File: config.mk
export PLATFORM = sky130hd
export DESIGN_NAME = smi_group_and_edge_irq
export DESIGN_NICKNAME = d
export VERILOG_FILES = /design/src/smi_group_pkg.sv /design/src/smi_group_and_edge_irq.sv
export SDC_FILE = /design/constraint.sdc
export NUM_CORES = 1
export LEC_CHECK = 0
export BUFFER_PORTS_ARGS = -buffer_cell sky130_fd_sc_hd__buf_2
export CAP_MARGIN = 20
export CORE_MARGIN = 2
export CORE_UTILIZATION = 35
export DETAILED_ROUTE_END_ITERATION = 10
export GPL_TIMING_DRIVEN = 1
export PLACE_DENSITY = 0.65
export REMOVE_ABC_BUFFERS = 1
export SLEW_MARGIN = 5
export SYNTH_ARGS = -nofsm -noshare
export SYNTH_HDL_FRONTEND = slang
export SYNTH_SLANG_ARGS = --single-unit
File: constraint.sdc
create_clock -name clock -period 3.5 [get_ports clock]
set_clock_uncertainty 0.1 [all_clocks]
set_input_delay 0.175 -clock clock [delete_from_list [all_inputs] [get_ports clock]]
set_output_delay 0.175 -clock clock [all_outputs]
set_load 0.02 [all_outputs]
File: src/smi_group_pkg.sv
// Package for the management interrupt group and either-edge block.
// Assumes an 8-bit register port in the power-management I/O space.
package smi_group_pkg;

  // Register offsets within the power-management block
  localparam logic [7:0] OFS_SMI_STATUS_B = 8'h13;
  localparam logic [7:0] OFS_SMI_ENABLE_A = 8'h14;
  localparam logic [7:0] OFS_SMI_ENABLE_B = 8'h15;
  localparam logic [7:0] OFS_MISC_STATUS = 8'h16;

  // Reset values
  localparam logic [7:0] RST_SMI_ENABLE = 8'h00;
  localparam logic [7:0] RST_MISC_STATUS = 8'h00;
  localparam logic [7:0] RST_SMI_STATUS = 8'h00;

  // Status register b field positions
  localparam int STB_MOUSE = 0;
  localparam int STB_KBD = 1;
  localparam int STB_IR = 2;
  localparam int STB_GEN = 3;
  localparam int STB_KBC = 4;
  localparam int STB_SLEEP = 7;

  // Enable register b field positions
  localparam int ENB_KBC = 4;
  localparam int ENB_CIR = 5;
  localparam int ENB_PME = 6;
  localparam int ENB_SMI = 7;

  // Misc status field positions
  localparam int MSC_STANDBY = 4;
  localparam int MSC_EDGE_BITS = 4;

  // Register access strobe group
  typedef struct packed {
    logic rd;
    logic wr;
    logic [7:0] addr;
    logic [7:0] wdata;
  } reg_req_t;

  // Interrupt sources from neighbouring functions
  typedef struct packed {
    logic ring_pme_status;
    logic parallel;
    logic serial_b;
    logic serial_a;
    logic floppy;
    logic gpio_group_b_irq;
    logic gpio_group_a_irq;
    logic watchdog;
    logic mouse;
    logic keyboard;
    logic general_event;
    logic kbc_port_pin;
    logic cir_pme_status;
    logic sleep_request_bit;
  } smi_src_t;

endpackage

File: src/smi_group_and_edge_irq.sv
// Management interrupt group, routing and either-edge GPIO status.
// Assumes a synchronous 8-bit register port; pins are asynchronous.
`timescale 1ns/1ps
`default_nettype none
module smi_group_and_edge_irq
#(
  parameter int EDGE_PINS = 4
)
(
  // Clock and reset
  input wire logic clock,
  input wire logic rstn,
  // Register port
  input wire smi_group_pkg::reg_req_t req,
  output logic [7:0] rdata,
  // Interrupt sources, same clock
  input wire smi_group_pkg::smi_src_t src,
  // Asynchronous pins
  input wire logic serial_b_receive,
  input wire logic infrared_receive_alt,
  input wire logic [EDGE_PINS-1:0] edge_pins,
  input wire logic standby_supply_reset,
  // Configuration from other logical devices
  input wire logic ir_mux_select,
  input wire logic smi_to_serial_frame,
  input wire logic [EDGE_PINS-1:0] edge_mode_select,
  input wire logic [EDGE_PINS-1:0] edge_polarity,
  input wire logic [EDGE_PINS-1:0] edge_group_enable,
  input wire logic system_power_on_n,
  // Outputs
  output logic group_mgmt_irq_n_o,
  output logic group_mgmt_irq_n_oe,
  output logic serial_frame_irq2,
  output logic smi_to_power_event,
  output logic [EDGE_PINS-1:0] either_edge_irq,
  output logic [EDGE_PINS-1:0] edge_gpio_data,
  output logic acpi_control_irq
);

  // Logic serves exactly four named edge pins; the misc status
  // register holds four edge bits below the standby flag, so any
  // other count would move the standby bit or drop pins
  if (EDGE_PINS != smi_group_pkg::MSC_EDGE_BITS)
  begin : g_pin_count
    $error("EDGE_PINS must be 4");
  end

  // Registers
  logic [7:0] smi_enable_a_q;
  logic [7:0] smi_enable_b_q;
  logic [EDGE_PINS-1:0] edge_status_q;
  logic standby_supply_reset_status_q;
  logic infrared_activity_status_q;
  logic general_event_status_q;
  logic sleep_request_smi_status_q;
  // Synchronisers: stage 1, stage 2, previous
  logic [EDGE_PINS+2:0] sync1_q;
  logic [EDGE_PINS+2:0] sync2_q;
  logic [EDGE_PINS+2:0] prev_q;
  logic sleep_prev_q;
  logic standby_seen_q;
  logic sci_q;
  logic smi_group_q;
  logic [EDGE_PINS-1:0] edge_gpio_data_q; // Pin data seen by software

  // Decoded strobes
  logic rd_status_b;
  logic wr_misc;
  logic ir_sel;
  logic ir_sel_prev; // Selected IR input, one sample older
  logic ir_edge;
  logic [EDGE_PINS-1:0] edge_hit;
  logic standby_rise;
  logic [7:0] status_b;
  logic smi_any;

  // Address match helper
  function automatic logic hit(input logic [7:0] a, input logic [7:0] o);
    hit = (a == o);
  endfunction

  assign rd_status_b = req.rd & hit(req.addr, smi_group_pkg::OFS_SMI_STATUS_B);
  assign wr_misc = req.wr & hit(req.addr, smi_group_pkg::OFS_MISC_STATUS);

  // Pin synchronisers, two flops before use
  always_ff @(posedge clock or negedge rstn)
  begin
    if (!rstn)
    begin
      sync1_q <= '0;
      sync2_q <= '0;
      prev_q <= '0;
    end
    else
    begin
      sync1_q <= {standby_supply_reset, infrared_receive_alt,
                  serial_b_receive, edge_pins};
      sync2_q <= sync1_q;
      prev_q <= sync2_q;
    end
  end

  // IR source chosen after the mux, from synced copies
  assign ir_sel = ir_mux_select ? sync2_q[EDGE_PINS+1] :
    sync2_q[EDGE_PINS];
  // Same mux on the older copy: flipping the mux alone is no edge,
  // since each input is compared only with its own history
  assign ir_sel_prev = ir_mux_select ? prev_q[EDGE_PINS+1] :
    prev_q[EDGE_PINS];
  // Edge is a change between successive samples
  assign ir_edge = ir_sel ^ ir_sel_prev;
  assign edge_hit = sync2_q[EDGE_PINS-1:0] ^ prev_q[EDGE_PINS-1:0];
  assign standby_rise = sync2_q[EDGE_PINS+2] & ~prev_q[EDGE_PINS+2];

  // Enable registers
  always_ff @(posedge clock or negedge rstn)
  begin
    if (!rstn)
    begin
      smi_enable_a_q <= smi_group_pkg::RST_SMI_ENABLE;
      smi_enable_b_q <= smi_group_pkg::RST_SMI_ENABLE;
    end
    else if (req.wr)
    begin
      // Reserved bits none here; all eight are writable
      if (hit(req.addr, smi_group_pkg::OFS_SMI_ENABLE_A))
        smi_enable_a_q <= req.wdata;
      if (hit(req.addr, smi_group_pkg::OFS_SMI_ENABLE_B))
        smi_enable_b_q <= req.wdata;
    end
  end

  // Edge status: set wins over write-one clear
  always_ff @(posedge clock or negedge rstn)
  begin
    if (!rstn)
      edge_status_q <= smi_group_pkg::RST_MISC_STATUS[EDGE_PINS-1:0];
    else
      // Recorded whatever the mode or enable
      edge_status_q <= edge_hit | (edge_status_q &
        ~(wr_misc ? req.wdata[EDGE_PINS-1:0] : '0));
  end

  // Standby-supply power-on flag
  always_ff @(posedge clock or negedge rstn)
  begin
    if (!rstn)
      standby_supply_reset_status_q <= 1'b0;
    else if (standby_rise)
      standby_supply_reset_status_q <= 1'b1;
    else if (wr_misc && req.wdata[smi_group_pkg::MSC_STANDBY])
      standby_supply_reset_status_q <= 1'b0;
  end

  // ACPI_CONTROL_IRQ when power comes on after a standby reset
  // Limitation: power already on when the flag rises still gives
  // one ACPI_CONTROL_IRQ, since the level, not its edge, ends the wait
  always_ff @(posedge clock or negedge rstn)
  begin
    if (!rstn)
    begin
      standby_seen_q <= 1'b0;
      sci_q <= 1'b0;
    end
    else
    begin
      if (standby_rise)
        standby_seen_q <= 1'b1;
      else if (!system_power_on_n)
        standby_seen_q <= 1'b0;
      // One-cycle ACPI_CONTROL_IRQ at the first power-on after the reset
      sci_q <= standby_seen_q & ~system_power_on_n;
    end
  end

  // Read-to-clear flags; a coinciding event keeps the bit
  always_ff @(posedge clock or negedge rstn)
  begin
    if (!rstn)
    begin
      infrared_activity_status_q <= 1'b0;
      general_event_status_q <= 1'b0;
      sleep_request_smi_status_q <= 1'b0;
      sleep_prev_q <= 1'b0;
    end
    else
    begin
      sleep_prev_q <= src.sleep_request_bit;
      if (ir_edge)
        infrared_activity_status_q <= 1'b1;
      else if (rd_status_b)
        infrared_activity_status_q <= 1'b0;
      if (src.general_event)
        general_event_status_q <= 1'b1;
      else if (rd_status_b)
        general_event_status_q <= 1'b0;
      // Setting the sleep bit is the SMI cause
      if (src.sleep_request_bit && !sleep_prev_q)
        sleep_request_smi_status_q <= 1'b1;
      else if (rd_status_b)
        sleep_request_smi_status_q <= 1'b0;
    end
  end

  // Status register b view; reserved 5,6 read zero
  always_comb
  begin
    status_b = smi_group_pkg::RST_SMI_STATUS;
    status_b[smi_group_pkg::STB_MOUSE] = src.mouse;
    status_b[smi_group_pkg::STB_KBD] = src.keyboard;
    status_b[smi_group_pkg::STB_IR] = infrared_activity_status_q;
    status_b[smi_group_pkg::STB_GEN] = general_event_status_q;
    status_b[smi_group_pkg::STB_KBC] = src.kbc_port_pin;
    status_b[smi_group_pkg::STB_SLEEP] = sleep_request_smi_status_q;
  end

  // Group combine; ring and CIR use power-event status
  always_comb
  begin
    smi_any = |(smi_enable_a_q & {src.watchdog, src.gpio_group_a_irq,
      src.gpio_group_b_irq, src.floppy, src.serial_a, src.serial_b,
      src.parallel, src.ring_pme_status});
    smi_any = smi_any | (|(smi_enable_b_q[3:0] &
      status_b[3:0]));
    smi_any = smi_any | (smi_enable_b_q[smi_group_pkg::ENB_KBC] &
      src.kbc_port_pin);
    smi_any = smi_any | (smi_enable_b_q[smi_group_pkg::ENB_CIR] &
      src.cir_pme_status);
    // Sleep-triggered SMI always joins the group
    smi_any = smi_any | sleep_request_smi_status_q;
  end

  // Registered group level avoids glitches on the pin
  always_ff @(posedge clock or negedge rstn)
  begin
    if (!rstn)
      smi_group_q <= 1'b0;
    else
      smi_group_q <= smi_any;
  end

  // Read data register
  always_ff @(posedge clock or negedge rstn)
  begin
    if (!rstn)
      rdata <= 8'h00;
    else if (req.rd)
    begin
      case (req.addr)
        smi_group_pkg::OFS_SMI_STATUS_B: rdata <= status_b;
        smi_group_pkg::OFS_SMI_ENABLE_A: rdata <= smi_enable_a_q;
        smi_group_pkg::OFS_SMI_ENABLE_B: rdata <= smi_enable_b_q;
        smi_group_pkg::OFS_MISC_STATUS:
          rdata <= {3'h0, standby_supply_reset_status_q,
                    edge_status_q};
        default: rdata <= 8'h00;
      endcase
    end
  end

  // Pin routing: float unless enabled; mux picks destination
  assign group_mgmt_irq_n_oe = smi_enable_b_q[smi_group_pkg::ENB_SMI] &
    ~smi_to_serial_frame;
  assign group_mgmt_irq_n_o = ~smi_group_q;
  assign serial_frame_irq2 = smi_enable_b_q[smi_group_pkg::ENB_SMI] &
    smi_to_serial_frame & smi_group_q;
  assign smi_to_power_event = smi_enable_b_q[smi_group_pkg::ENB_PME] &
    smi_group_q;

  // Either-edge interrupt only with mode and group enable
  assign either_edge_irq = edge_status_q & edge_mode_select &
    edge_group_enable;
  // Pin data sees polarity even in either-edge mode; registered so
  // the data bit cannot glitch while polarity is rewritten.
  // Costs one more cycle of lag, which polling software never sees.
  always_ff @(posedge clock or negedge rstn)
  begin
    if (!rstn)
      edge_gpio_data_q <= '0;
    else
      edge_gpio_data_q <= sync2_q[EDGE_PINS-1:0] ^ edge_polarity;
  end
  assign edge_gpio_data = edge_gpio_data_q;
  assign acpi_control_irq = sci_q;

endmodule
`default_nettype wire

# [Word-level counts from Yosys, hierarchy flattened]
# Index checks and enable logic that the tools add are counted.
[word_totals] register_bits=61 inputBits=56 output_inout_bits=21 word_cells=72
[classes] n_eq_ne=5 muxes=12 bitwise=28 n_reduce_logical=11
[op_table] op="$eq 8x5->1 const B" n=4
[op_table] op="$pmux 8 s4" n=1
[op_table] op="$and 4x4->4" n=4
[op_table] op="$and 1x1->1" n=10
[op_table] op="$mux 1" n=10
[op_table] op="$and 8x8->8" n=1
[op_table] op="$reduce_bool 2->1" n=4
[op_table] op="$reduce_or 8->1" n=1
[op_table] op="$xor 4x4->4" n=2
[op_table] op="$mux 4" n=1
[op_table] op="$not 1->1" n=4
[op_table] op="$not 4->4" n=1
[op_table] op="$or 1x1->1" n=4
[op_table] op="$or 4x4->4" n=1
[op_table] op="$reduce_and 2->1" n=2
[op_table] op="$reduce_or 4->1" n=1
[op_table] op="$logic_and 1x1->1" n=2
[op_table] op="$ne 2x1->1 const B" n=1
[op_table] op="$logic_not 1->1" n=1
[op_table] op="$xor 1x1->1" n=1

# [Depth between registers and ports, before layout]
# Gate-level depths: netlist of run 1.
[logic_depth] ltp_word=6 depth_mapped=4

# [Worst setup path after synthesis of run 1]
# Ideal clock, no wire load.
[synth_path] path_kind="input-to-reg" startpoint="in req[13] in the netlist's numbering" endpoint="reg edge_status_q[0]" setup_ns=0.126 t_arrival_ns=1.683 t_required_ns=3.274 setup_slack_ns=1.591 path_stages=4 cell_sequence="or4b_1 > buf_6 > or4b_4 > a221o_1"
[synth_via] elab_chain_cells=6
[synth_lines] element="start, declared" line="smi_group_and_edge_irq.sv:14" source="input wire smi_group_pkg::reg_req_t req,"
[synth_lines] element="$eq 8x5->1" line="smi_group_and_edge_irq.sv:79" source="hit = (a == o);"
[synth_lines] element="$and 1x1->1" line="smi_group_and_edge_irq.sv:83" source="assign wr_misc = req.wr & hit(req.addr, smi_group_pkg::OFS_MISC_STATUS);"
[synth_lines] element="$mux 4" line="smi_group_and_edge_irq.sv:141" source="~(wr_misc ? req.wdata[EDGE_PINS-1:0] : '0));"
[synth_lines] element="$not 4->4" line="smi_group_and_edge_irq.sv:141"
[synth_lines] element="$and 4x4->4" line="smi_group_and_edge_irq.sv:140" source="edge_status_q <= edge_hit | (edge_status_q &"
[synth_lines] element="$or 4x4->4" line="smi_group_and_edge_irq.sv:140"
[synth_lines] element="end signal, assigned" line="smi_group_and_edge_irq.sv:137" source="edge_status_q <= smi_group_pkg::RST_MISC_STATUS[EDGE_PINS-1:0];"
[synth_lines] element="end signal, assigned" line="smi_group_and_edge_irq.sv:140"
[synth_lines] element="end, declared" line="smi_group_and_edge_irq.sv:51" source="logic [EDGE_PINS-1:0] edge_status_q;"
# Every way passes these cells.
# A chain may end at the register's enable or synchronous reset.

# [Worst setup path after layout of run 1]
[layout_path] startpoint="in req[13] in the netlist's numbering" endpoint="reg smi_enable_b_q[7]"
[layout_via] elab_chain_cells=2
[layout_lines] element="$eq 8x5->1" line="smi_group_and_edge_irq.sv:79"
[layout_lines] element="$reduce_and 2->1 (no source line)"
[layout_lines] element="end signal, assigned" line="smi_group_and_edge_irq.sv:121" source="smi_enable_b_q <= smi_group_pkg::RST_SMI_ENABLE;"
[layout_lines] element="end signal, assigned" line="smi_group_and_edge_irq.sv:129" source="smi_enable_b_q <= req.wdata;"
[layout_lines] element="end, declared" line="smi_group_and_edge_irq.sv:50" source="logic [7:0] smi_enable_b_q;"
# Every way passes these cells.

==> impl_metrics.py, run 1 <==
metrics = {
    "power": {
        "power_density_nw_per_um2": 427,
        "power_mw": 1.44,
        "net-switching-power_uw": 359,
        "p_leak_nw": 1.69,
        "seqPwrFrac_pct": 52.3,
        "clockPowerShare_pct": 37.4,
        "ir_drop_mv": 0.259,
        "p_int_mw": 1.08,
        "comb_power_share_pct": 10.3,
        "p_sw_share_pct": 25.0,
    },
    "die": {
        "core_um2": 6870,
        "initial_core_util_pct": 36.4,
        "die_height_um": 88.5,
        "fp-row-count": 30,
        "dieArea_um2": 7830,
        "die_w_um": 88.5,
        "io_pins": 77,
    },
    "clock_network": {
        "cts.sinks": 61,
        "cts_resized": 0,
        "clk_pin_slew_ns": 0.07,
        "clockRootBuffer": "clkbuf_8",
        "ctsLongestPathBuffers": 2,
        "cts_tree": "done",
        "clock_latency_ns": 0.33,
        "htreeDepth": 3,
        "numCtsBuffers": 9,
    },
    "sta": {
        "slew_violations": 0,
        "rsz0062_at_grt": "no",
        "min_period_over_period_pct": 55.5,
        "clock.fmax_mhz": 515,
        "setup_viol_count_final": 0,
        "fin_hold_ws_ns": 0.00929,
        "setup_tns_ns": 0,
        "relSlewSlack_pct": 39.4,
        "finalHoldViolations": 0,
        "fin_crit_ns": 1.94,
        "max_slew.worst_pin.slew_ns": 0.900,
    },
    "drt": {
        "finalWirelength_um": 5670,
        "first_pass_iters": 4,
        "via_per_inst": 4.86,
        "post-route-drc-count": 0,
        "first_iter_violations": 96,
        "routedWlPerCell_um": 14.6,
        "num_vias": 1884,
        "postRouteAntennaNets": 0,
    },
    "setup_path": {
        "ff2ff_path_depth": 2,
        "crit_fanout": 8,
        "rrSetupSlack_ns": 2.23,
        "cp-start-kind": "input port",
        "crit_path_cell_trace": "buf_2 -> or4b_1 -> nor4b_4 -> mux2_2",
        "crit_path_max_incr_delay_ns": 0.72,
        "critical_path_class": "in2reg",
        "worstPathArrival_ns": 2.06,
        "critical_path.slowest_cell": "or4b_1",
        "reg2reg_to": "smi_group_q$_DFF_PN0_",
        "end_kind": "flip-flop",
        "critPathRequiredTime_ns": 3.62,
        "r2r-start": "smi_enable_b_q[4]$_DFFE_PN0P_",
    },
    "placed_design": {
        "dp_hpwl_um": 3980,
        "port_buffers": 76,
        "place_inst": 351,
        "gp_congestion": 0.851,
    },
    "global_route": {
        "grt_start_max_net_pins": 40,
        "antenna_found_initial": 0,
        "grt_pass1_vias": 1838,
        "globalRoute.totalOverflow": 0,
        "grt_first_pass_wirelength_um": 8900,
        "grt_usage_pct": 15.5,
    },
    "yosys": {
        "yosys.area.top_type": "dfrtp_1",
        "ys_warn_count": 0,
        "syn_avg_cell_area_um2": 13.7,
        "synth_top_area_share_pct": 61.1,
        "synth_area_um2": 2500,
        "synth_cell_types": 39,
        "ys_top_cells_by_count": "dfrtp_1 (61), inv_1 (16), mux2_2 (16)",
        "async_reset_ff_share_pct": 100,
        "synth_seq_area_share_pct": 61.1,
        "synth_ff_type": "dfrtp_1",
        "synthTopCellsByArea": "dfrtp_1 (61%), mux2_2 (7.2%), a221o_1 (3.6%)",
        "synth_most_common_cell": "dfrtp_1",
        "synthCells": 183,
        "synth_edf_count": 0,
        "ys_seq_elements": 61,
    },
    "cells_and_area": {
        "fin_cells": 388,
        "antenna_cells": 0,
        "finalNetCount": 344,
        "fill_cells": 627,
        "syn_to_final_growth_pct": 34.4,
        "drive_above_1_share_pct": 39.0,
    },
    "min_path": {
        "whs_path_depth": 2,
        "hold_path_class": "in2reg",
        "min_to": "smi_enable_a_q[0]$_DFFE_PN0P_",
        "holdCritStartpoint": "req[0]",
    },
    "job": {
        "cap_viol_max_count": 0,
    },
    "outcome": {
        "status": "completed",
    },
}
-- routing by layer --
metal	vias to the layer above	global-route usage (%)	part of all wire [%]
li1	882	-	-
met1	930	19.8	46
met2	63	24.8	47
met3	9	4.48	5.3
met4	0	6.34	1.4
met5	-	0	0
-- final cells by class --
type                    instances  area [um2]  share of cell area [%]
repair buffers                 99         608                    18.1
flip-flops and latches         61        1530                    45.4
clock inverters                 4        25.0                   0.745
clock buffers                  11         141                    4.21
inverters                      16        60.1                    1.79
multi-input cells             101         880                    26.2
well taps                      96         120                    3.57
-- through the flow --
stage	setup WS [ns]	utilization (%)	cell area [um2]
after floorplan	1.51	-	2470
after global placement	1.22	43.3	2970
after detailed placement	1.19	43.3	2970
after CTS	1.55	48.9	3360
after global routing	1.46	48.9	3360
final	1.56	48.9	3360
-- power by group through the flow --
stage	Sequential (mW)	Combinational, mW	Clock (mW)
2_1_floorplan	0.768	0.0471	0
3_3_place_gp	0.762	0.128	0
3_5_place_dp	0.764	0.131	0
4_1_cts	0.751	0.150	0.552
5_1_grt	0.753	0.163	0.594
6_report	0.751	0.148	0.537
-- cells in the final DEF, fill, tap and decap left out, types with 2 or more instances in the layout --
cell type | netlist | routed
clkinvlp_4 | 0 | 2
dfrtp_1 | 61 | 61
dlygate4sd3_1 | 0 | 22
o41ai_1 | 2 | 2
a221o_1 | 9 | 9
o2bb2ai_1 | 5 | 5
clkbuf_8 | 0 | 10
mux2_2 | 16 | 16
xor2_1 | 5 | 5
nor2b_1 | 8 | 8
nor4_4 | 2 | 2
clkinv_2 | 0 | 2
nand2_1 | 8 | 8
nand3b_1 | 2 | 2
inv_1 | 16 | 16
buf_2 | 0 | 76
o22ai_1 | 5 | 5
and3_1 | 5 | 5
a22oi_1 | 5 | 5
mux2i_1 | 8 | 8
-- sequential cells by signal, indices dropped and copies added, names as in the netlist, 4 cells and up --
signal,flops
edge_gpio_data,4
edge_status_q,4
prev_q,7
rdata,8
smi_enable_a_q,8
smi_enable_b_q,8
sync1_q,7
sync2_q,7
-- logic make-up (layout without fill, tap and decap cells) --
kind of cell | count (synthesis) | in the layout | synth area share (%)
flip-flops | 61 | 61 | 61.1
XOR/XNOR | 6 | 6 | 2.10
multiplexers | 24 | 24 | 10.4
buffers and inverters | 21 | 130 | 3.75
AO/OA/AOI/OAI | 35 | 35 | 11.9
AND/OR/NAND/NOR | 36 | 36 | 10.8
-- worst max-delay path by stage --
stage | from | to | slack, ns | depth (start not counted)
final | req[13] | smi_enable_b_q[7]$_DFFE_PN0P_ | 1.56 | 4
after global routing | req[13] | rdata[1]$_DFFE_PN0P_ | 1.46 | 4
after CTS | req[13] | smi_enable_b_q[7]$_DFFE_PN0P_ | 1.55 | 4
after detailed placement | req[13] | smi_enable_b_q[5]$_DFFE_PN0P_ | 1.19 | 4
after global placement | req[13] | smi_enable_b_q[7]$_DFFE_PN0P_ | 1.22 | 4
after floorplan | req[13] | edge_status_q[0]$_DFF_PN0_ | 1.51 | 3
-- worst max-delay path, delay by kind of cell --
| family | cells | cell delay (ns) |
|---|---|---|
| mux | 1 | 0.40 |
| simple gates | 2 | 1.38 |
| buf+inv | 1 | 0.09 |
-- timing repair --
action                                 in CTS  in global routing
endpoints found under the hold margin      64                  0
setup endpoints to repair                   0                  0
buffers inserted                            0                  0
hold buffers                               22                  0
(Power assumes the default switching activity.)
==> inputs of run 2 (changes only) <==
- ABC_AREA: unset -> 1
- PLACE_DENSITY: 0.65 -> 0.67
- clock period: 3.5 -> 1.6 ns (I/O delays scaled with it)
==> impl_metrics.py, run 2 <==
metrics = {
    "outcome": {
        "status": "completed",
    },
    "global_route": {
        "grt_first_pass_wirelength_um": 10700,
        "grt_start_max_net_pins": 62,
        "globalRoute.totalOverflow": 0,
        "antenna_found_initial": 0,
        "grt_pass1_vias": 2265,
        "grt_usage_pct": 16.9,
    },
    "setup_path": {
        "timing.critical_path.buf_inv": 3,
        "cp-start-kind": "input port",
        "critPathLaunch": "req[17]",
        "r2r-start": "infrared_activity_status_q$_DFFE_PN0P_",
        "crit_path_cell_trace": "dlygate4sd3_1 -> buf_2 -> clkinv_1 -> nor2_1 -> o211ai_1",
        "crit_path_max_incr_delay_ns": 0.53,
        "critPathRequiredTime_ns": 1.72,
        "worstSetupEndpoint": "infrared_activity_status_q$_DFFE_PN0P_",
        "worstPathArrival_ns": 1.45,
        "cp_top_family": "buffers and inverters",
        "crit_fanout": 10,
        "critical_path_class": "in2reg",
        "end_kind": "flip-flop",
        "worst-path-stages": 5,
        "ff2ff_path_depth": 4,
        "rrSetupSlack_ns": 0.36,
        "critical_path.slowest_cell": "dlygate4sd3_1",
        "reg2reg_to": "smi_group_q$_DFF_PN0_",
    },
    "yosys": {
        "synth_most_common_cell": "nand2_1",
        "async_reset_ff_share_pct": 100,
        "yosys.area.top_type": "dfrtp_1",
        "ys_seq_elements": 61,
        "ys_warn_count": 0,
        "synth_seq_area_share_pct": 59.2,
        "synth_edf_count": 0,
        "synth_ff_type": "dfrtp_1",
        "synth_top_area_share_pct": 59.2,
        "synth_cell_types": 28,
        "ys_top_cells_by_count": "nand2_1 (97), dfrtp_1 (61), nand3_1 (25)",
        "synthCells": 276,
        "synth_area_um2": 2580,
        "synthTopCellsByArea": "dfrtp_1 (59%), nand2_1 (14%), nand3_1 (4.9%)",
        "syn_avg_cell_area_um2": 9.34,
    },
    "drt": {
        "wl_met1_um": 2870,
        "wl_met2_um": 2970,
        "first_pass_iters": 4,
        "via_per_inst": 4.49,
        "postRouteAntennaNets": 0,
        "wl_met3_um": 336,
        "routedWlPerCell_um": 12.5,
        "top_layer_used": "met4",
        "finalWirelength_um": 6260,
        "num_vias": 2246,
        "first_iter_violations": 105,
        "post-route-drc-count": 0,
    },
    "min_path": {
        "hold_path_class": "in2reg",
    },
    "sta": {
        "max_slew.worst_pin.slew_ns": 0.509,
        "finalHoldViolations": 0,
        "setup_viol_count_final": 0,
        "fin_ws_ns": 0.270,
        "slew_violations": 0,
        "setup_tns_ns": 0,
        "rsz0062_at_grt": "no",
        "relSlewSlack_pct": 66.0,
        "min_period_over_period_pct": 83.1,
        "fin_crit_ns": 1.33,
        "clock.fmax_mhz": 752,
    },
    "power": {
        "power_density_nw_per_um2": 942,
        "p_sw_share_pct": 26.3,
        "p_int_mw": 2.52,
        "seqPwrFrac_pct": 48.2,
        "p_leak_nw": 1.96,
        "comb_power_share_pct": 10.5,
        "clockPowerShare_pct": 41.4,
        "net-switching-power_uw": 897,
        "ir_drop_mv": 0.566,
    },
    "clock_network": {
        "clockRootBuffer": "clkbuf_8",
        "ctsLongestPathBuffers": 2,
        "htreeDepth": 3,
        "cts_tree": "done",
        "clock_latency_ns": 0.34,
        "numCtsBuffers": 9,
        "clk_pin_slew_ns": 0.08,
        "cts.sinks": 61,
    },
    "cells_and_area": {
        "finalNetCount": 452,
        "final_common_cell": "nand2_1",
        "largest_registers": "rdata x8, smi_enable_a_q x8, smi_enable_b_q x8",
        "drive_above_1_share_pct": 28.2,
        "fill_cells": 703,
        "antenna_cells": 0,
        "layout_common_cells": "nand2_1 (97), buf_2 (76), dfrtp_1 (61), dlygate4sd3_1 (32), nand3_1 (25)",
        "syn_to_final_growth_pct": 40.6,
    },
    "placed_design": {
        "gp_congestion": 0.893,
        "port_buffers": 76,
        "dp_hpwl_um": 4450,
        "dp_slack_ns": 0.173,
    },
    "die": {
        "die_height_um": 89.8,
        "core_um2": 7180,
        "io_pins": 77,
        "initial_core_util_pct": 35.9,
        "dieArea_um2": 8070,
        "fp-row-count": 31,
        "die_w_um": 89.8,
    },
    "job": {
        "cap_viol_max_count": 0,
    },
}
==> run 2: cell count changes in the layout (fill, tap and decap cells not counted), sizes merged, moves of 9 or more <==
cell | previous run | this run
a221o | 9 | 0
dlygate4sd3 | 22 | 32
mux2 | 16 | 0
nand2 | 8 | 102
nand3 | 0 | 25
nor2 | 1 | 15
o21ai | 0 | 28
==> run 2: power groups by stage <==
stage	clock (mW)	sequential [mW]	combinational, mW
6_report	1.41	1.64	0.357
5_1_grt	1.54	1.65	0.399
4_1_cts	1.45	1.64	0.360
3_5_place_dp	0	1.67	0.300
3_3_place_gp	0	1.67	0.294
2_1_floorplan	0	1.68	0.116
==> run 2: per-layer routing <==
layer	vias up	track usage (%)
li1	1126	-
met2	60	26.3
met3	7	5.45
met1	1053	22.6
met5	-	0
met4	0	5.64
==> run 2: how the worst min path moves through the flow <==
stage	startpoint	to	slack, ns	cells past startpoint
floorplan	rstn	acpi_control_irq$_DFF_PN0_	-0.32	0
finish	src[13]	smi_group_q$_DFF_PN0_	0.01	5
global route	src[13]	smi_group_q$_DFF_PN0_	0.03	5
CTS	src[13]	smi_group_q$_DFF_PN0_	0.01	5
global placement	rstn	sync1_q[2]$_DFF_PN0_	0.009	2
detailed placement	rstn	sync1_q[2]$_DFF_PN0_	0.02	2
==> run 2: timing repair <==
item | CTS | global route
endpoints found under the setup margin | 0 | 1
hold buffers | 31 | 2
buffers inserted | 0 | 1
resized for setup | 0 | 0
hold endpoints to repair | 108 | 1
==> run 2: area by class of cell <==
| type | instances | area, um2 | share of cell area [%] |
|---|---|---|---|
| tap | 99 | 124 | 3.42 |
| inverter | 20 | 75.1 | 2.07 |
| clock buffer | 9 | 124 | 3.42 |
| sequential | 61 | 1530 | 42.1 |
| multi-input combinational | 190 | 936 | 25.8 |
| clock inverter | 7 | 81.3 | 2.24 |
| timing repair buffer | 114 | 758 | 20.9 |
==> run 2: kinds of logic (layout without fill, tap and decap cells) <==
| logic type | Yosys count | in the layout | share of synthesized area, % |
|---|---|---|---|
| xor+xnor | 8 | 8 | 2.72 |
| simple gates | 148 | 148 | 26.2 |
| compound gates | 34 | 34 | 7.42 |
| flops | 61 | 61 | 59.2 |
| buf+inv | 25 | 150 | 4.51 |
==> run 2: worst min-delay path: cells and delay by family <==
family	cells	cell delay [ns]
AND/OR/NAND/NOR	4	0.26
buffers and inverters	1	0.08
==> run 2: through the flow <==
stage,utilization (%),hold slack (ns),total power [mW],cell area (um2),cells
6_report,50.5,0.0106,3.41,3620,500
5_1_grt,50.5,0.0293,3.59,3620,500
4_1_cts,50.3,0.00978,3.45,3610,498
3_5_place_dp,43.1,0.0164,1.97,3090,451
2_1_floorplan,-,-0.316,1.80,2540,271
3_3_place_gp,43.1,0.00873,1.97,3090,451
